File: src/cmpp_pkg.sv
// Constants and types of the converter mode-programming port.
// Shared by the top module and by the verification side.
package cmpp_pkg;

  // Serial frame layout
  localparam int         CMPP_FRAME_BITS = 16;
  localparam int         CMPP_ADDR_BITS  = 7;
  localparam int         CMPP_DATA_BITS  = 8;
  localparam logic [4:0] CMPP_FRAME_LAST = 5'h0f;
  localparam logic [4:0] CMPP_ADDR_LAST  = 5'h07;
  localparam logic [4:0] CMPP_FRAME_FULL = 5'h10;
  localparam int         CMPP_RW_POS     = 15;
  localparam int         CMPP_ADDR_LSB   = 8;

  // Register offsets
  localparam logic [6:0] CMPP_ADDR_SOFT_RESET  = 7'h00;
  localparam logic [6:0] CMPP_ADDR_POWER_DOWN  = 7'h01;
  localparam logic [6:0] CMPP_ADDR_TIMING      = 7'h02;
  localparam logic [6:0] CMPP_ADDR_OUTPUT_MODE = 7'h03;
  localparam logic [6:0] CMPP_ADDR_DATA_FORMAT = 7'h04;

  // Reset and read-back values
  localparam logic [7:0] CMPP_REG_RESET_VAL = 8'h00;
  localparam logic [7:0] CMPP_READ_NONE     = 8'h00;

  // Field positions
  localparam int CMPP_SOFT_RESET_BIT = 7;
  localparam int CMPP_PWR_LSB        = 0;
  localparam int CMPP_DCS_BIT        = 0;
  localparam int CMPP_CLKPHASE_LSB   = 1;
  localparam int CMPP_CLKINV_BIT     = 3;
  localparam int CMPP_OUTMODE_LSB    = 0;
  localparam int CMPP_OUTPUT_DISABLE_BIT_BIT     = 2;
  localparam int CMPP_TERMON_BIT     = 3;
  localparam int CMPP_ILVDS_LSB      = 4;
  localparam int CMPP_TWOS_BIT       = 0;
  localparam int CMPP_RAND_BIT       = 1;
  localparam int CMPP_ABP_BIT        = 2;
  localparam int CMPP_TEST_LSB       = 3;

  // Test pattern codes
  localparam logic [2:0] CMPP_TEST_OFF     = 3'h0;
  localparam logic [2:0] CMPP_TEST_ZEROS   = 3'h1;
  localparam logic [2:0] CMPP_TEST_ONES    = 3'h3;
  localparam logic [2:0] CMPP_TEST_CHECKER = 3'h5;
  localparam logic [2:0] CMPP_TEST_ALT     = 3'h7;

  // Power state codes
  localparam logic [1:0] CMPP_PWR_CODE_NORMAL = 2'h0;
  localparam logic [1:0] CMPP_PWR_CODE_NAP    = 2'h2;
  localparam logic [1:0] CMPP_PWR_CODE_SLEEP  = 2'h3;

  // Output mode codes and strap defaults
  localparam logic [1:0] CMPP_OUTMODE_CMOS  = 2'h0;
  localparam logic [1:0] CMPP_OUTMODE_LVDS  = 2'h1;
  localparam logic [2:0] CMPP_ILVDS_3P5MA   = 3'h0;

  // Output patterns, overrange flag in the top bit
  localparam logic [16:0] CMPP_CHECKER_A = 17'h15555;
  localparam logic [16:0] CMPP_CHECKER_B = 17'h0aaaa;
  localparam logic [15:0] CMPP_ODD_MASK  = 16'haaaa;
  localparam int          CMPP_DATA_W    = 16;

  // Length of the sleep pulse after a software reset, in clk_sys cycles
  localparam logic [3:0] CMPP_SOFT_SLEEP_CYC = 4'h4;

  typedef enum logic [1:0] {
    CMPP_NORMAL,
    CMPP_NAP,
    CMPP_SLEEP
  } cmpp_power_t;

  typedef enum logic [1:0] {
    CMPP_SER_IDLE,
    CMPP_SER_XFER,
    CMPP_SER_FULL
  } cmpp_ser_t;

endpackage

File: src/cmpp_sync.sv
// Three-stage pin synchroniser with a two-stage agreement filter.
// Assumes inputs are asynchronous to clk_sys; output is a clean level.
`timescale 1ns/100ps
module cmpp_sync #(
  parameter int WIDTH = 1
) (
  // Clock and reset
  input  wire logic             clk_sys,
  input  wire logic             arst_n,
  // Pins and filtered levels
  input  wire logic [WIDTH-1:0] pinIn,
  output logic      [WIDTH-1:0] levelOut
);

  logic [WIDTH-1:0] stage1_r;
  logic [WIDTH-1:0] stage2_r;
  logic [WIDTH-1:0] stage3_r;

  if (WIDTH < 1) begin : g_chk
    $error("cmpp_sync: WIDTH must be at least one");
  end

  // Capture chain; stage1 feeds only stage2
  always_ff @(posedge clk_sys or negedge arst_n) begin
    if (!arst_n) begin
      stage1_r <= '0;
      stage2_r <= '0;
      stage3_r <= '0;
    end else begin
      stage1_r <= pinIn;
      stage2_r <= stage1_r;
      stage3_r <= stage2_r;
    end
  end

  // A bit changes only once the last two stages agree
  for (genvar i = 0; i < WIDTH; i++) begin : g_bit
    always_ff @(posedge clk_sys or negedge arst_n) begin
      if (!arst_n) begin
        levelOut[i] <= 1'b0;
      end else if (stage2_r[i] == stage3_r[i]) begin
        levelOut[i] <= stage3_r[i];
      end
    end
  end

endmodule

File: src/cmpp_top.sv
// Mode-programming port of a sampling converter: serial register port,
// static strap mode, output formatting and test patterns.
// Assumes pins are asynchronous to clk_sys and sample data is on clk_sys.
//
// Summary of operation
// - Test modes force all ones, zeros, alternating.
// - Checkerboard alternates fixed pattern and complement.
// - Test pattern overrides all other formatting.
// - Output disable tristates data, flag and clock.
// - Select pin high makes port pins straps.
// - Chip select strap switches duty cycle stabilizer.
// - Clock strap selects CMOS or LVDS output.
// - Data pin pair strap selects power state.
// - Chip select low frames each serial transfer.
// - Sample first sixteen rising clocks, ignore rest.
// - Frame is flag, address, data, MSB first.
// - Flag low writes data to addressed register.
// - Flag high reads back, register unchanged.
// - Serial out only pulls low, open drain.
// - Reset bit clears registers, then self-clears.
// - Software reset briefly forces sleep.
// - Reset register is write-only.
// - Power register low bits select power state.
// - Test field codes off, zeros, ones, patterns.
// - Output disable bit tristates digital outputs.
`timescale 1ns/100ps
module cmpp_top
  import cmpp_pkg::*;
#(
  parameter int DATA_W = CMPP_DATA_W
) (
  // Clock and reset
  input  wire logic         clk_sys,
  input  wire logic         arst_n,
  // Configuration pins
  input  wire logic         interfaceSelectPin,
  input  wire logic         csPin_n,
  input  wire logic         sckPin,
  input  wire logic         sdiPin,
  input  wire logic         sdoIn,
  output logic              sdoOut,
  output logic              sdoOe_n,
  // Sample stream from the converter core
  input  wire logic         sampleValid,
  input  wire logic [15:0]  sampleData,
  input  wire logic         sampleOvr,
  // Formatted digital outputs
  output logic [15:0]       dataOut,
  output logic              overrangeFlag,
  output logic              outputDataClock,
  output logic              dataOe_n,
  // Mode settings to the analog and driver sections
  output cmpp_power_t       powerState,
  output logic              dcsOn,
  output logic [1:0]        outMode,
  output logic [2:0]        lvdsCurrent,
  output logic              termOn,
  output logic [1:0]        clkPhase,
  output logic              clkInvert
);

  if (DATA_W != CMPP_DATA_W) begin : g_chk
    $error("cmpp_top: only a 16-bit data path is supported");
  end

  // Filtered pin levels
  logic [4:0]  pinLevel;
  logic        parMode;
  logic        csLvl_n;
  logic        sckLvl;
  logic        sdiLvl;
  logic        sdoLvl;

  // Edge detection and serial engine
  logic        csPrev_r;
  logic        sckPrev_r;
  logic        csFall;
  logic        csRise;
  logic        sckRise;
  cmpp_ser_t   serState_r;
  logic [4:0]  bitCnt_r;
  logic [15:0] shiftIn_r;
  logic [7:0]  readSh_r;
  logic        readAct_r;
  logic [6:0]  frameAddr;

  // Mode registers and software reset
  logic [7:0]  pdReg_r;
  logic [7:0]  timReg_r;
  logic [7:0]  omReg_r;
  logic [7:0]  dfReg_r;
  logic [3:0]  softSleep_r;
  logic        commitWrite;
  logic [6:0]  wrAddr;
  logic [7:0]  wrData;

  // Output formatting
  logic        phase_r;
  logic [2:0]  testCode;
  logic [16:0] fmtWord;
  logic [15:0] fmtData;
  logic        sdoOut_r;
  logic        sdoOe_r_n;

  // Maps a two-bit power code to a state; the unused code stays normal
  function automatic cmpp_power_t decodePower(input logic [1:0] code);
    cmpp_power_t st;
    st = CMPP_NORMAL;
    if (code == CMPP_PWR_CODE_NAP) begin
      st = CMPP_NAP;
    end else if (code == CMPP_PWR_CODE_SLEEP) begin
      st = CMPP_SLEEP;
    end
    return st;
  endfunction

  // Read-back value for an address
  function automatic logic [7:0] readReg(input logic [6:0] addr);
    logic [7:0] val;
    val = CMPP_READ_NONE;
    unique case (addr)
      CMPP_ADDR_POWER_DOWN:  val = pdReg_r;
      CMPP_ADDR_TIMING:      val = timReg_r;
      CMPP_ADDR_OUTPUT_MODE: val = omReg_r;
      CMPP_ADDR_DATA_FORMAT: val = dfReg_r;
      default:               val = CMPP_READ_NONE;
    endcase
    return val;
  endfunction

  // All configuration pins cross into clk_sys through the filter
  cmpp_sync #(
    .WIDTH (5)
  ) u_sync (
    .clk_sys  (clk_sys),
    .arst_n   (arst_n),
    .pinIn    ({interfaceSelectPin, csPin_n, sckPin, sdiPin, sdoIn}),
    .levelOut (pinLevel)
  );

  assign parMode = pinLevel[4];
  assign csLvl_n = pinLevel[3];
  assign sckLvl  = pinLevel[2];
  assign sdiLvl  = pinLevel[1];
  assign sdoLvl  = pinLevel[0];

  // Edge history of the filtered serial pins; reset levels match the
  // filter's, so no false frame opens just after reset
  always_ff @(posedge clk_sys or negedge arst_n) begin
    if (!arst_n) begin
      csPrev_r  <= 1'b0;
      sckPrev_r <= 1'b0;
    end else begin
      csPrev_r  <= csLvl_n;
      sckPrev_r <= sckLvl;
    end
  end

  assign csFall    = csPrev_r & ~csLvl_n;
  assign csRise    = ~csPrev_r & csLvl_n;
  assign sckRise   = ~sckPrev_r & sckLvl;
  assign frameAddr = {shiftIn_r[5:0], sdiLvl};

  // A write takes effect only when a full frame ends at chip select rise
  assign commitWrite = (serState_r == CMPP_SER_FULL) && csRise &&
                       !shiftIn_r[CMPP_RW_POS];
  assign wrAddr = shiftIn_r[CMPP_RW_POS-1:CMPP_ADDR_LSB];
  assign wrData = shiftIn_r[CMPP_DATA_BITS-1:0];

  // Serial frame engine; strap mode holds it idle
  always_ff @(posedge clk_sys or negedge arst_n) begin
    if (!arst_n) begin
      serState_r <= CMPP_SER_IDLE;
      bitCnt_r   <= 5'h00;
      shiftIn_r  <= 16'h0000;
    end else if (parMode) begin
      serState_r <= CMPP_SER_IDLE;
      bitCnt_r   <= 5'h00;
    end else begin
      unique case (serState_r)
        CMPP_SER_IDLE: begin
          if (csFall) begin
            serState_r <= CMPP_SER_XFER;
            bitCnt_r   <= 5'h00;
          end
        end
        CMPP_SER_XFER: begin
          if (csRise) begin
            serState_r <= CMPP_SER_IDLE;
          end else if (sckRise) begin
            shiftIn_r <= {shiftIn_r[14:0], sdiLvl};
            bitCnt_r  <= bitCnt_r + 5'h01;
            if (bitCnt_r == CMPP_FRAME_LAST) begin
              serState_r <= CMPP_SER_FULL;
            end
          end
        end
        CMPP_SER_FULL: begin
          // Extra clock edges are ignored until the frame closes
          if (csRise) begin
            serState_r <= CMPP_SER_IDLE;
          end
        end
      endcase
    end
  end

  // Read-back shifter: loaded after the address, then one bit per edge
  always_ff @(posedge clk_sys or negedge arst_n) begin
    if (!arst_n) begin
      readSh_r  <= 8'h00;
      readAct_r <= 1'b0;
    end else if (parMode || csRise || serState_r != CMPP_SER_XFER) begin
      readAct_r <= 1'b0;
    end else if (sckRise) begin
      if (bitCnt_r == CMPP_ADDR_LAST) begin
        readSh_r  <= readReg(frameAddr);
        readAct_r <= shiftIn_r[6];
      end else if (bitCnt_r == CMPP_FRAME_LAST) begin
        readAct_r <= 1'b0;
      end else begin
        readSh_r <= {readSh_r[6:0], 1'b0};
      end
    end
  end

  // Open drain: the pin is only ever pulled low, never driven high
  always_ff @(posedge clk_sys or negedge arst_n) begin
    if (!arst_n) begin
      sdoOut_r  <= 1'b0;
      sdoOe_r_n <= 1'b1;
    end else begin
      sdoOut_r  <= 1'b0;
      sdoOe_r_n <= ~(readAct_r & ~readSh_r[7] & ~parMode);
    end
  end

  assign sdoOut  = sdoOut_r;
  assign sdoOe_n = sdoOe_r_n;

  // Mode registers; the reset bit is never stored so it reads cleared
  always_ff @(posedge clk_sys or negedge arst_n) begin
    if (!arst_n) begin
      pdReg_r  <= CMPP_REG_RESET_VAL;
      timReg_r <= CMPP_REG_RESET_VAL;
      omReg_r  <= CMPP_REG_RESET_VAL;
      dfReg_r  <= CMPP_REG_RESET_VAL;
    end else if (commitWrite) begin
      unique case (wrAddr)
        CMPP_ADDR_SOFT_RESET: begin
          if (wrData[CMPP_SOFT_RESET_BIT]) begin
            pdReg_r  <= CMPP_REG_RESET_VAL;
            timReg_r <= CMPP_REG_RESET_VAL;
            omReg_r  <= CMPP_REG_RESET_VAL;
            dfReg_r  <= CMPP_REG_RESET_VAL;
          end
        end
        CMPP_ADDR_POWER_DOWN:  pdReg_r  <= wrData;
        CMPP_ADDR_TIMING:      timReg_r <= wrData;
        CMPP_ADDR_OUTPUT_MODE: omReg_r  <= wrData;
        CMPP_ADDR_DATA_FORMAT: dfReg_r  <= wrData;
        default: begin
          // Unmapped addresses take no write
        end
      endcase
    end
  end

  // Sleep pulse that follows a software reset
  always_ff @(posedge clk_sys or negedge arst_n) begin
    if (!arst_n) begin
      softSleep_r <= 4'h0;
    end else if (commitWrite && wrAddr == CMPP_ADDR_SOFT_RESET &&
                 wrData[CMPP_SOFT_RESET_BIT]) begin
      softSleep_r <= CMPP_SOFT_SLEEP_CYC;
    end else if (softSleep_r != 4'h0) begin
      softSleep_r <= softSleep_r - 4'h1;
    end
  end

  // Mode outputs come from the straps or from the registers
  always_ff @(posedge clk_sys or negedge arst_n) begin
    if (!arst_n) begin
      powerState  <= CMPP_NORMAL;
      dcsOn       <= 1'b0;
      outMode     <= CMPP_OUTMODE_CMOS;
      lvdsCurrent <= CMPP_ILVDS_3P5MA;
      termOn      <= 1'b0;
      clkPhase    <= 2'h0;
      clkInvert   <= 1'b0;
    end else if (parMode) begin
      powerState  <= decodePower({sdiLvl, sdoLvl});
      dcsOn       <= csLvl_n;
      outMode     <= sckLvl ? CMPP_OUTMODE_LVDS
                            : CMPP_OUTMODE_CMOS;
      lvdsCurrent <= CMPP_ILVDS_3P5MA;
      termOn      <= 1'b0;
      clkPhase    <= 2'h0;
      clkInvert   <= 1'b0;
    end else begin
      powerState  <= (softSleep_r != 4'h0) ? CMPP_SLEEP
                   : decodePower(pdReg_r[CMPP_PWR_LSB+:2]);
      dcsOn       <= timReg_r[CMPP_DCS_BIT];
      outMode     <= omReg_r[CMPP_OUTMODE_LSB+:2];
      lvdsCurrent <= omReg_r[CMPP_ILVDS_LSB+:3];
      termOn      <= omReg_r[CMPP_TERMON_BIT];
      clkPhase    <= timReg_r[CMPP_CLKPHASE_LSB+:2];
      clkInvert   <= timReg_r[CMPP_CLKINV_BIT];
    end
  end

  // Normal formatting: coding, randomizer, then odd-bit inversion.
  // Alternate polarity forces offset binary, so it masks the MSB flip.
  always_comb begin
    fmtData = sampleData;
    if (!parMode && dfReg_r[CMPP_TWOS_BIT] && !dfReg_r[CMPP_ABP_BIT]) begin
      fmtData[15] = ~fmtData[15];
    end
    if (!parMode && dfReg_r[CMPP_RAND_BIT]) begin
      fmtData[15:1] = fmtData[15:1] ^ {15{fmtData[0]}};
    end
    if (!parMode && dfReg_r[CMPP_ABP_BIT]) begin
      fmtData = fmtData ^ CMPP_ODD_MASK;
    end
  end

  // Test patterns sit last so they win over every other option
  assign testCode = parMode ? CMPP_TEST_OFF
                            : dfReg_r[CMPP_TEST_LSB+:3];

  always_comb begin
    fmtWord = {sampleOvr, fmtData};
    unique case (testCode)
      CMPP_TEST_ZEROS:   fmtWord = 17'h00000;
      CMPP_TEST_ONES:    fmtWord = 17'h1ffff;
      CMPP_TEST_CHECKER: fmtWord = phase_r ? CMPP_CHECKER_B
                                           : CMPP_CHECKER_A;
      CMPP_TEST_ALT:     fmtWord = phase_r ? 17'h00000
                                           : 17'h1ffff;
      default:           fmtWord = {sampleOvr, fmtData};
    endcase
  end

  // Sample phase for the two alternating patterns
  always_ff @(posedge clk_sys or negedge arst_n) begin
    if (!arst_n) begin
      phase_r <= 1'b0;
    end else if (sampleValid) begin
      phase_r <= ~phase_r;
    end
  end

  // Output word register, updated once per sample
  always_ff @(posedge clk_sys or negedge arst_n) begin
    if (!arst_n) begin
      dataOut       <= 16'h0000;
      overrangeFlag <= 1'b0;
    end else if (sampleValid) begin
      dataOut       <= fmtWord[15:0];
      overrangeFlag <= fmtWord[16];
    end
  end

  // Output clock marks each new sample; the invert bit flips its sense
  always_ff @(posedge clk_sys or negedge arst_n) begin
    if (!arst_n) begin
      outputDataClock <= 1'b0;
    end else begin
      outputDataClock <= sampleValid ^ clkInvert;
    end
  end

  // One enable covers data, flag and clock; straps keep them driven.
  // Slow by design, so not meant for sharing a bus at speed.
  always_ff @(posedge clk_sys or negedge arst_n) begin
    if (!arst_n) begin
      dataOe_n <= 1'b0;
    end else begin
      dataOe_n <= ~parMode & omReg_r[CMPP_OUTPUT_DISABLE_BIT_BIT];
    end
  end

endmodule
File: config.mk
export PLATFORM = sky130hd
export DESIGN_NAME = cmpp_top
export DESIGN_NICKNAME = d
export VERILOG_FILES = /design/src/cmpp_pkg.sv /design/src/cmpp_sync.sv /design/src/cmpp_top.sv
export SDC_FILE = /design/constraint.sdc
export NUM_CORES = 1
export LEC_CHECK = 0
export ABC_AREA = 1
export BUFFER_PORTS_ARGS = -buffer_cell sky130_fd_sc_hd__buf_2
export CORE_MARGIN = 3
export CORE_UTILIZATION = 35
export DETAILED_ROUTE_END_ITERATION = 8
export MAX_ROUTING_LAYER = met4
export PLACE_DENSITY = 0.48
export SETUP_SLACK_MARGIN = 0.2
export SLEW_MARGIN = 30
export SYNTH_ARGS = -nofsm -noshare
export SYNTH_HDL_FRONTEND = slang
export SYNTH_HIERARCHICAL = 1
export SYNTH_SLANG_ARGS = --single-unit
export TNS_END_PERCENT = 5
File: constraint.sdc
create_clock -name clk_sys -period 3.5 [get_ports clk_sys]
set_input_delay 0.7 -clock clk_sys [delete_from_list [all_inputs] [get_ports clk_sys]]
set_output_delay 0.7 -clock clk_sys [all_outputs]
set_load 0.02 [all_outputs]
==> Word level (Yosys, flattened, before mapping) <==
Cells that the tools add are included.
{ "op_classes": {"reduce_logical": 33, "add_sub_neg": 2, "bitwise_logic": 19, "n_eq_ne": 34, "n_mux": 46} }
{ "ops": {"columns": ["cell", "n"], "rows": [
  ["$pmux 17 s4", 1],
  ["$pmux 8 s2", 4],
  ["$mux 17", 2],
  ["$pmux 8 s4", 1],
  ["$eq 7x2->1 const B", 4],
  ["$mux 2", 14],
  ["$mux 8", 3],
  ["$mux 5", 4],
  ["$mux 16", 1],
  ["$mux 15", 1],
  ["$reduce_and 3->1", 5],
  ["$xor 15x15->15", 1],
  ["$eq 7x1->1 const B", 2],
  ["$eq 7x3->1 const B", 2],
  ["$ne 3x2->1 const B", 4],
  ["$reduce_and 4->1", 3],
  ["$reduce_bool 2->1", 6],
  ["$eq 2x2->1 const B", 5],
  ["$not 1->1", 10],
  ["$pmux 5 s2", 1],
  ["$mux 1", 9],
  ["$logic_and 1x1->1", 8],
  ["$mux 4", 2],
  ["$ne 4x3->1 const B", 2],
  ["23 further kinds", 39]
]} }
{ "word_totals": {"out_inout_bits": 33, "reg_bits": 123, "input_bits": 25, "wordCells": 167} }

==> Logic depth before layout (Yosys ltp) <==
{ "depth": {"ltp_word": 9, "ltp_mapped": 10, "depth_no_buf": 10} }

==> Cells and area by module <==
Netlist, hierarchy kept.
{ "modules_own_cells": {"columns": ["module", "n_inst", "cells_each", "seq_area_each_um2", "area_each_um2"], "rows": [
  ["cmpp_top", 1, 583, 2578.7, 5094.9],
  ["cmpp_sync", 1, 40, 500.5, 581.8]
]} }

==> Worst setup path before layout <==
OpenSTA, ideal clock, no wires.
{ "synth_timing": {"kind": "reg-to-reg", "from": "reg bitCnt_r[0]", "to": "reg readSh_r[6]", "synth_period_minus_slack_ps": 1564, "required_ps": 3376, "setup_slack_ps": 1936, "path_stages_with_launch": 11, "setup_time_ps": 124, "path_buffers": 1, "arrival_time_ps": 1441, "path_cell_list": "dfrtp_1 -> ha_1 -> nand2_1 -> nor2_1 -> ha_1 -> nand2_1 -> nand2_4 -> buf_6 -> nand2_1 -> o21ai_0 -> o21bai_1"} }
{ "synth_via": {"elab_chain_cells": 3, "elab_cells_between_ends": 5, "classes_between": "eq/ne: 3; mux: 1; reduce/logical: 1"} }
{ "synth_lines": {"columns": ["item", "line", "source"], "rows": [
  ["start: declaration", "cmpp_top.sv:81", "logic [4:0] bitCnt_r;"],
  ["start signal: assignment", "cmpp_top.sv:192", "bitCnt_r <= bitCnt_r + 5'h01;"],
  ["$eq 5x4->1 or $eq 5x3->1 (tied branches)", "cmpp_top.sv:219, cmpp_top.sv:216", null],
  ["$ne 2x1->1 (no source line)", null, null],
  ["$reduce_and 3->1 (no source line)", null, null],
  ["end signal: assignment", "cmpp_top.sv:217", "readSh_r <= readReg(frameAddr);"],
  ["end signal: assignment", "cmpp_top.sv:222", "readSh_r <= {readSh_r[6:0], 1'b0};"],
  ["end: declaration", "cmpp_top.sv:83", "logic [7:0] readSh_r;"]
]} }
Several ways; a longest one is shown, not always the timed one.
A chain may end at the register's enable or synchronous reset.

==> Worst setup path in the final report <==
{ "layout_timing": {"from": "reg serState_r[1]", "to": "reg readSh_r[4]"} }
{ "layout_via": {"elab_chain_cells": 4} }
{ "layout_lines": {"columns": ["item", "line", "source"], "rows": [
  ["start: declaration", "cmpp_top.sv:80", "cmpp_ser_t serState_r;"],
  ["start signal: assignment", "cmpp_top.sv:173", "serState_r <= CMPP_SER_IDLE;"],
  ["start signal: assignment", "cmpp_top.sv:177", "serState_r <= CMPP_SER_IDLE;"],
  ["start signal: assignment", "cmpp_top.sv:183", "serState_r <= CMPP_SER_XFER;"],
  ["$ne 2x1->1", "cmpp_top.sv:213", "end else if (parMode || csRise || serState_r != CMPP_SER_XFER) begin"],
  ["$logic_or 1x1->1", "cmpp_top.sv:213", null],
  ["$not 1->1 (no source line)", null, null],
  ["$reduce_and 3->1 (no source line)", null, null]
]} }
No other way between the ends.

==> results.md <==
* I/O Pins at 58
* Num rows at 45
* Cell variety after synth at 44
* Worst-Skew Late Latency at 0.42 ns
* Routed Wire Length at 13000 µm
* Share of power burned in the clock network at 44.5%
* Chip Height at 133 µm
* Final core utilization at 43.5%
* Worst-Margin Slew at 0.685 ns
* Setup WS post-layout at 1.47 ns
* Post-synth EDFFs at 0
* RSZ-0062 raised after global routing: no
* Syn avg cell area at 9.11 µm²
* Port bufs at 56
* Post-synth top flop: dfrtp_1
* Clk buf depth at 2
* Post-synthesis adder-cell area fraction at 1.54%
* Post-Route Setup TNS at 0 ns
* Sequential power share at 40.8%
* Initial antenna violation count at 0
* Power share of the combinational group at 14.7%
* Syn Inst Count at 623
* # clock sinks at 123
* CP required at 3.79 ns
* Register bit total from synthesis at 123
* Critical path class: reg -> reg
* Routed vias at 4381
* Fraction of registers with async set/reset at 100%
* Placed insts at 877
* Total CTS buffers at 17
* Syn. warnings at 6
* Most common cell in the netlist: nand2_1
* Worst hold path class: in -> async
* First-pass GRT wire length at 21900 µm
* Crit path arrival time at 2.32 ns
* HPWL Detailed at 9160 µm
* P_sw at 1.09 mW
* Post-layout nets at 717
* Initial Utilization at 36.5%
* Post-CTS Setup Inserts at 0
* DP Worst Slack at 1.48 ns
* Clock root buffer: clkbuf_16
* Top cells by area, synth: dfrtp_1 (54%), nand2_1 (8.5%), o21ai_0 (5.1%)
* Worst Skew at 0.00757 ns
* Die footprint at 17800 µm²
* Number of gates resized after cts at 0
* CTS tree: built
* Avg Vias per Cell at 4.82
* Fin. Hold Viols at 0
* Synth top cells by count: nand2_1 (128), dfrtp_1 (122), inv_1 (60)
* CTS Hold Buffers Added at 0
* Register area share after synthesis at 54.2%
* Layout cell share with drive strength beyond 1 at 19.6%
* # diodes at 0
* Slew Viols, Final at 0
* Status: finished clean
* Synth area leader: dfrtp_1
* # H-tree levels at 4
* Fillers at 1548
* Power Dens Cells at 588 nW/µm²
* Syn Nets at 655
* Fin crit period at 2.03 ns
* VDD IR max at 381 µV
* Layout Cells excl Fill at 909
* Hold slack at 0.325 ns
* Slew headroom at 54.2%
* Sw Share at 27.5%
* Routed Antenna Nets at 0
* Max FO, Critical Path at 35
* Final period utilization at 57.9%
* Synth top area share at 53.8%
* Highest achievable clock rate at 0.494 GHz
* CP endpoint kind: register
* Synth Area in Compound Gates at 12.7%
* Cell-internal power at 2.88 mW
* # setup viols final at 0
* Mux cell area share after synthesis at 0%
* DRT Pass-1 Iters at 5
* Largest family of logic cells by synthesized area: simple AND/OR/NAND/NOR gates
* Drt initial violations at 192
* Post-Synth Simple-Gate Area at 23.1%
* Element type at the critical path start: register
* Clock transition at the registers of the reported paths at 0.05 ns
* Max-Cap Viols at 0
* Number of global-route vias before repair at 4337
* Syn Std Cell Area at 5680 µm²
* Placer Congestion at 0.813
* Synth Area in XOR/XNOR at 2.01%
* Chip Width at 133 µm
* Area grow syn2layout at 19.1%
* DR WL/cell at 14.3 µm
* Final instance area at 6760 µm²
* Core area at 15500 µm²
* Global route overflow at 0
* Dpl cell area at 6160 µm²
* Tot GR Track Use at 15.9%
* Largest net degree at the start of global routing at 52
* Lkg Pwr at 3.16 nW
* DRC viols at 0
* Total power at 3.97 mW
-- cells by family after synthesis --
group,count (synthesis)
AND/OR/NAND/NOR,266
AO/OA/AOI/OAI,127
flip-flops,123
buffers and inverters,86
XOR/XNOR,13
adder cells (fa/ha/maj),7
other,1
-- cell type report --
cell class / instances / area [µm²] / area share (%)
Clock buffer: 25 / 485 / 7.18
Clock inverter: 7 / 113 / 1.67
Multi-Input combinational cell: 414 / 2240 / 33.1
Sequential cell: 123 / 3080 / 45.6
Inverter: 70 / 263 / 3.89
Timing Repair Buffer: 59 / 318 / 4.70
Tap cell: 211 / 264 / 3.91
-- worst paths after layout --
| check | cells after the start | endpoint | startpoint | slack, ns |
|---|---|---|---|---|
| worst max-delay path | 8 | readSh_r[4] | serState_r[1] | 1.47 |
| worst min-delay path | 1 | omReg_r[4] | arst_n | 0.33 |
| worst max register to register | 8 | readSh_r[4] | serState_r[1] | 1.47 |
| worst min register to register | 0 | u_sync/stage2_r[1] | u_sync/stage1_r[1] | 0.35 |
| max in group asynchronous | 2 | omReg_r[0] | arst_n | 2.38 |
| min in group clk_sys | 0 | u_sync/stage2_r[1] | u_sync/stage1_r[1] | 0.35 |
-- state kept, by name (all words and copies together), names as in the netlist, 3 cells and up --
signal / flops
pdReg_r: 8
u_sync/stage3_r: 5
u_sync/stage2_r: 5
u_sync/stage1_r: 5
lvdsCurrent: 3
u_sync/levelOut: 5
softSleep_r: 4
bitCnt_r: 5
dfReg_r: 8
dataOut: 16
readSh_r: 8
timReg_r: 8
omReg_r: 8
shiftIn_r: 16
-- power by group through the flow --
stage                     Sequential, mW  Combinational [mW]  Clock [mW]
after floorplan                     1.65               0.399           0
after global placement              1.64               0.582           0
after global routing                1.64               0.666        1.87
final                               1.62               0.583        1.77
after detailed placement            1.64               0.589           0
after CTS                           1.62               0.592        1.82
-- routing by layer --
metal  GRT usage [%]  routed length (µm)
met1            19.5                5900
met2            25.6                6360
met3            3.36                 473
met4            6.69                 264
met5               -                   0
-- layout by cell type, fill, tap and decap left out, types with 4 or more instances in the layout --
master / netlist / routed
nand2_1: 128 / 128
dfrtp_1: 122 / 122
inv_1: 60 / 60
o21ai_0: 58 / 58
buf_2: 6 / 55
nor2_1: 48 / 48
nand3_1: 41 / 41
a21oi_1: 39 / 39
clkbuf_16: 0 / 17
o21ai_1: 11 / 11
inv_2: 10 / 10
xnor2_1: 10 / 10
nor2_4: 8 / 8
nand2_2: 8 / 8
ha_1: 7 / 7
nand3_2: 6 / 6
o21bai_1: 5 / 5
clkbuf_1: 5 / 5
nor3_1: 4 / 4
o22ai_1: 4 / 4
or2_0: 4 / 4
-- worst max-delay path: stages (launching register included) --
cell	delay, ns
dfrtp_1	0.39
inv_1	0.09
ha_1	0.22
nand3_2	0.12
nor2_4	0.54
nand2_4	0.21
nand2_1	0.10
o21ai_0	0.07
o21bai_1	0.15
Note: power is estimated with default switching activity, not from simulation.
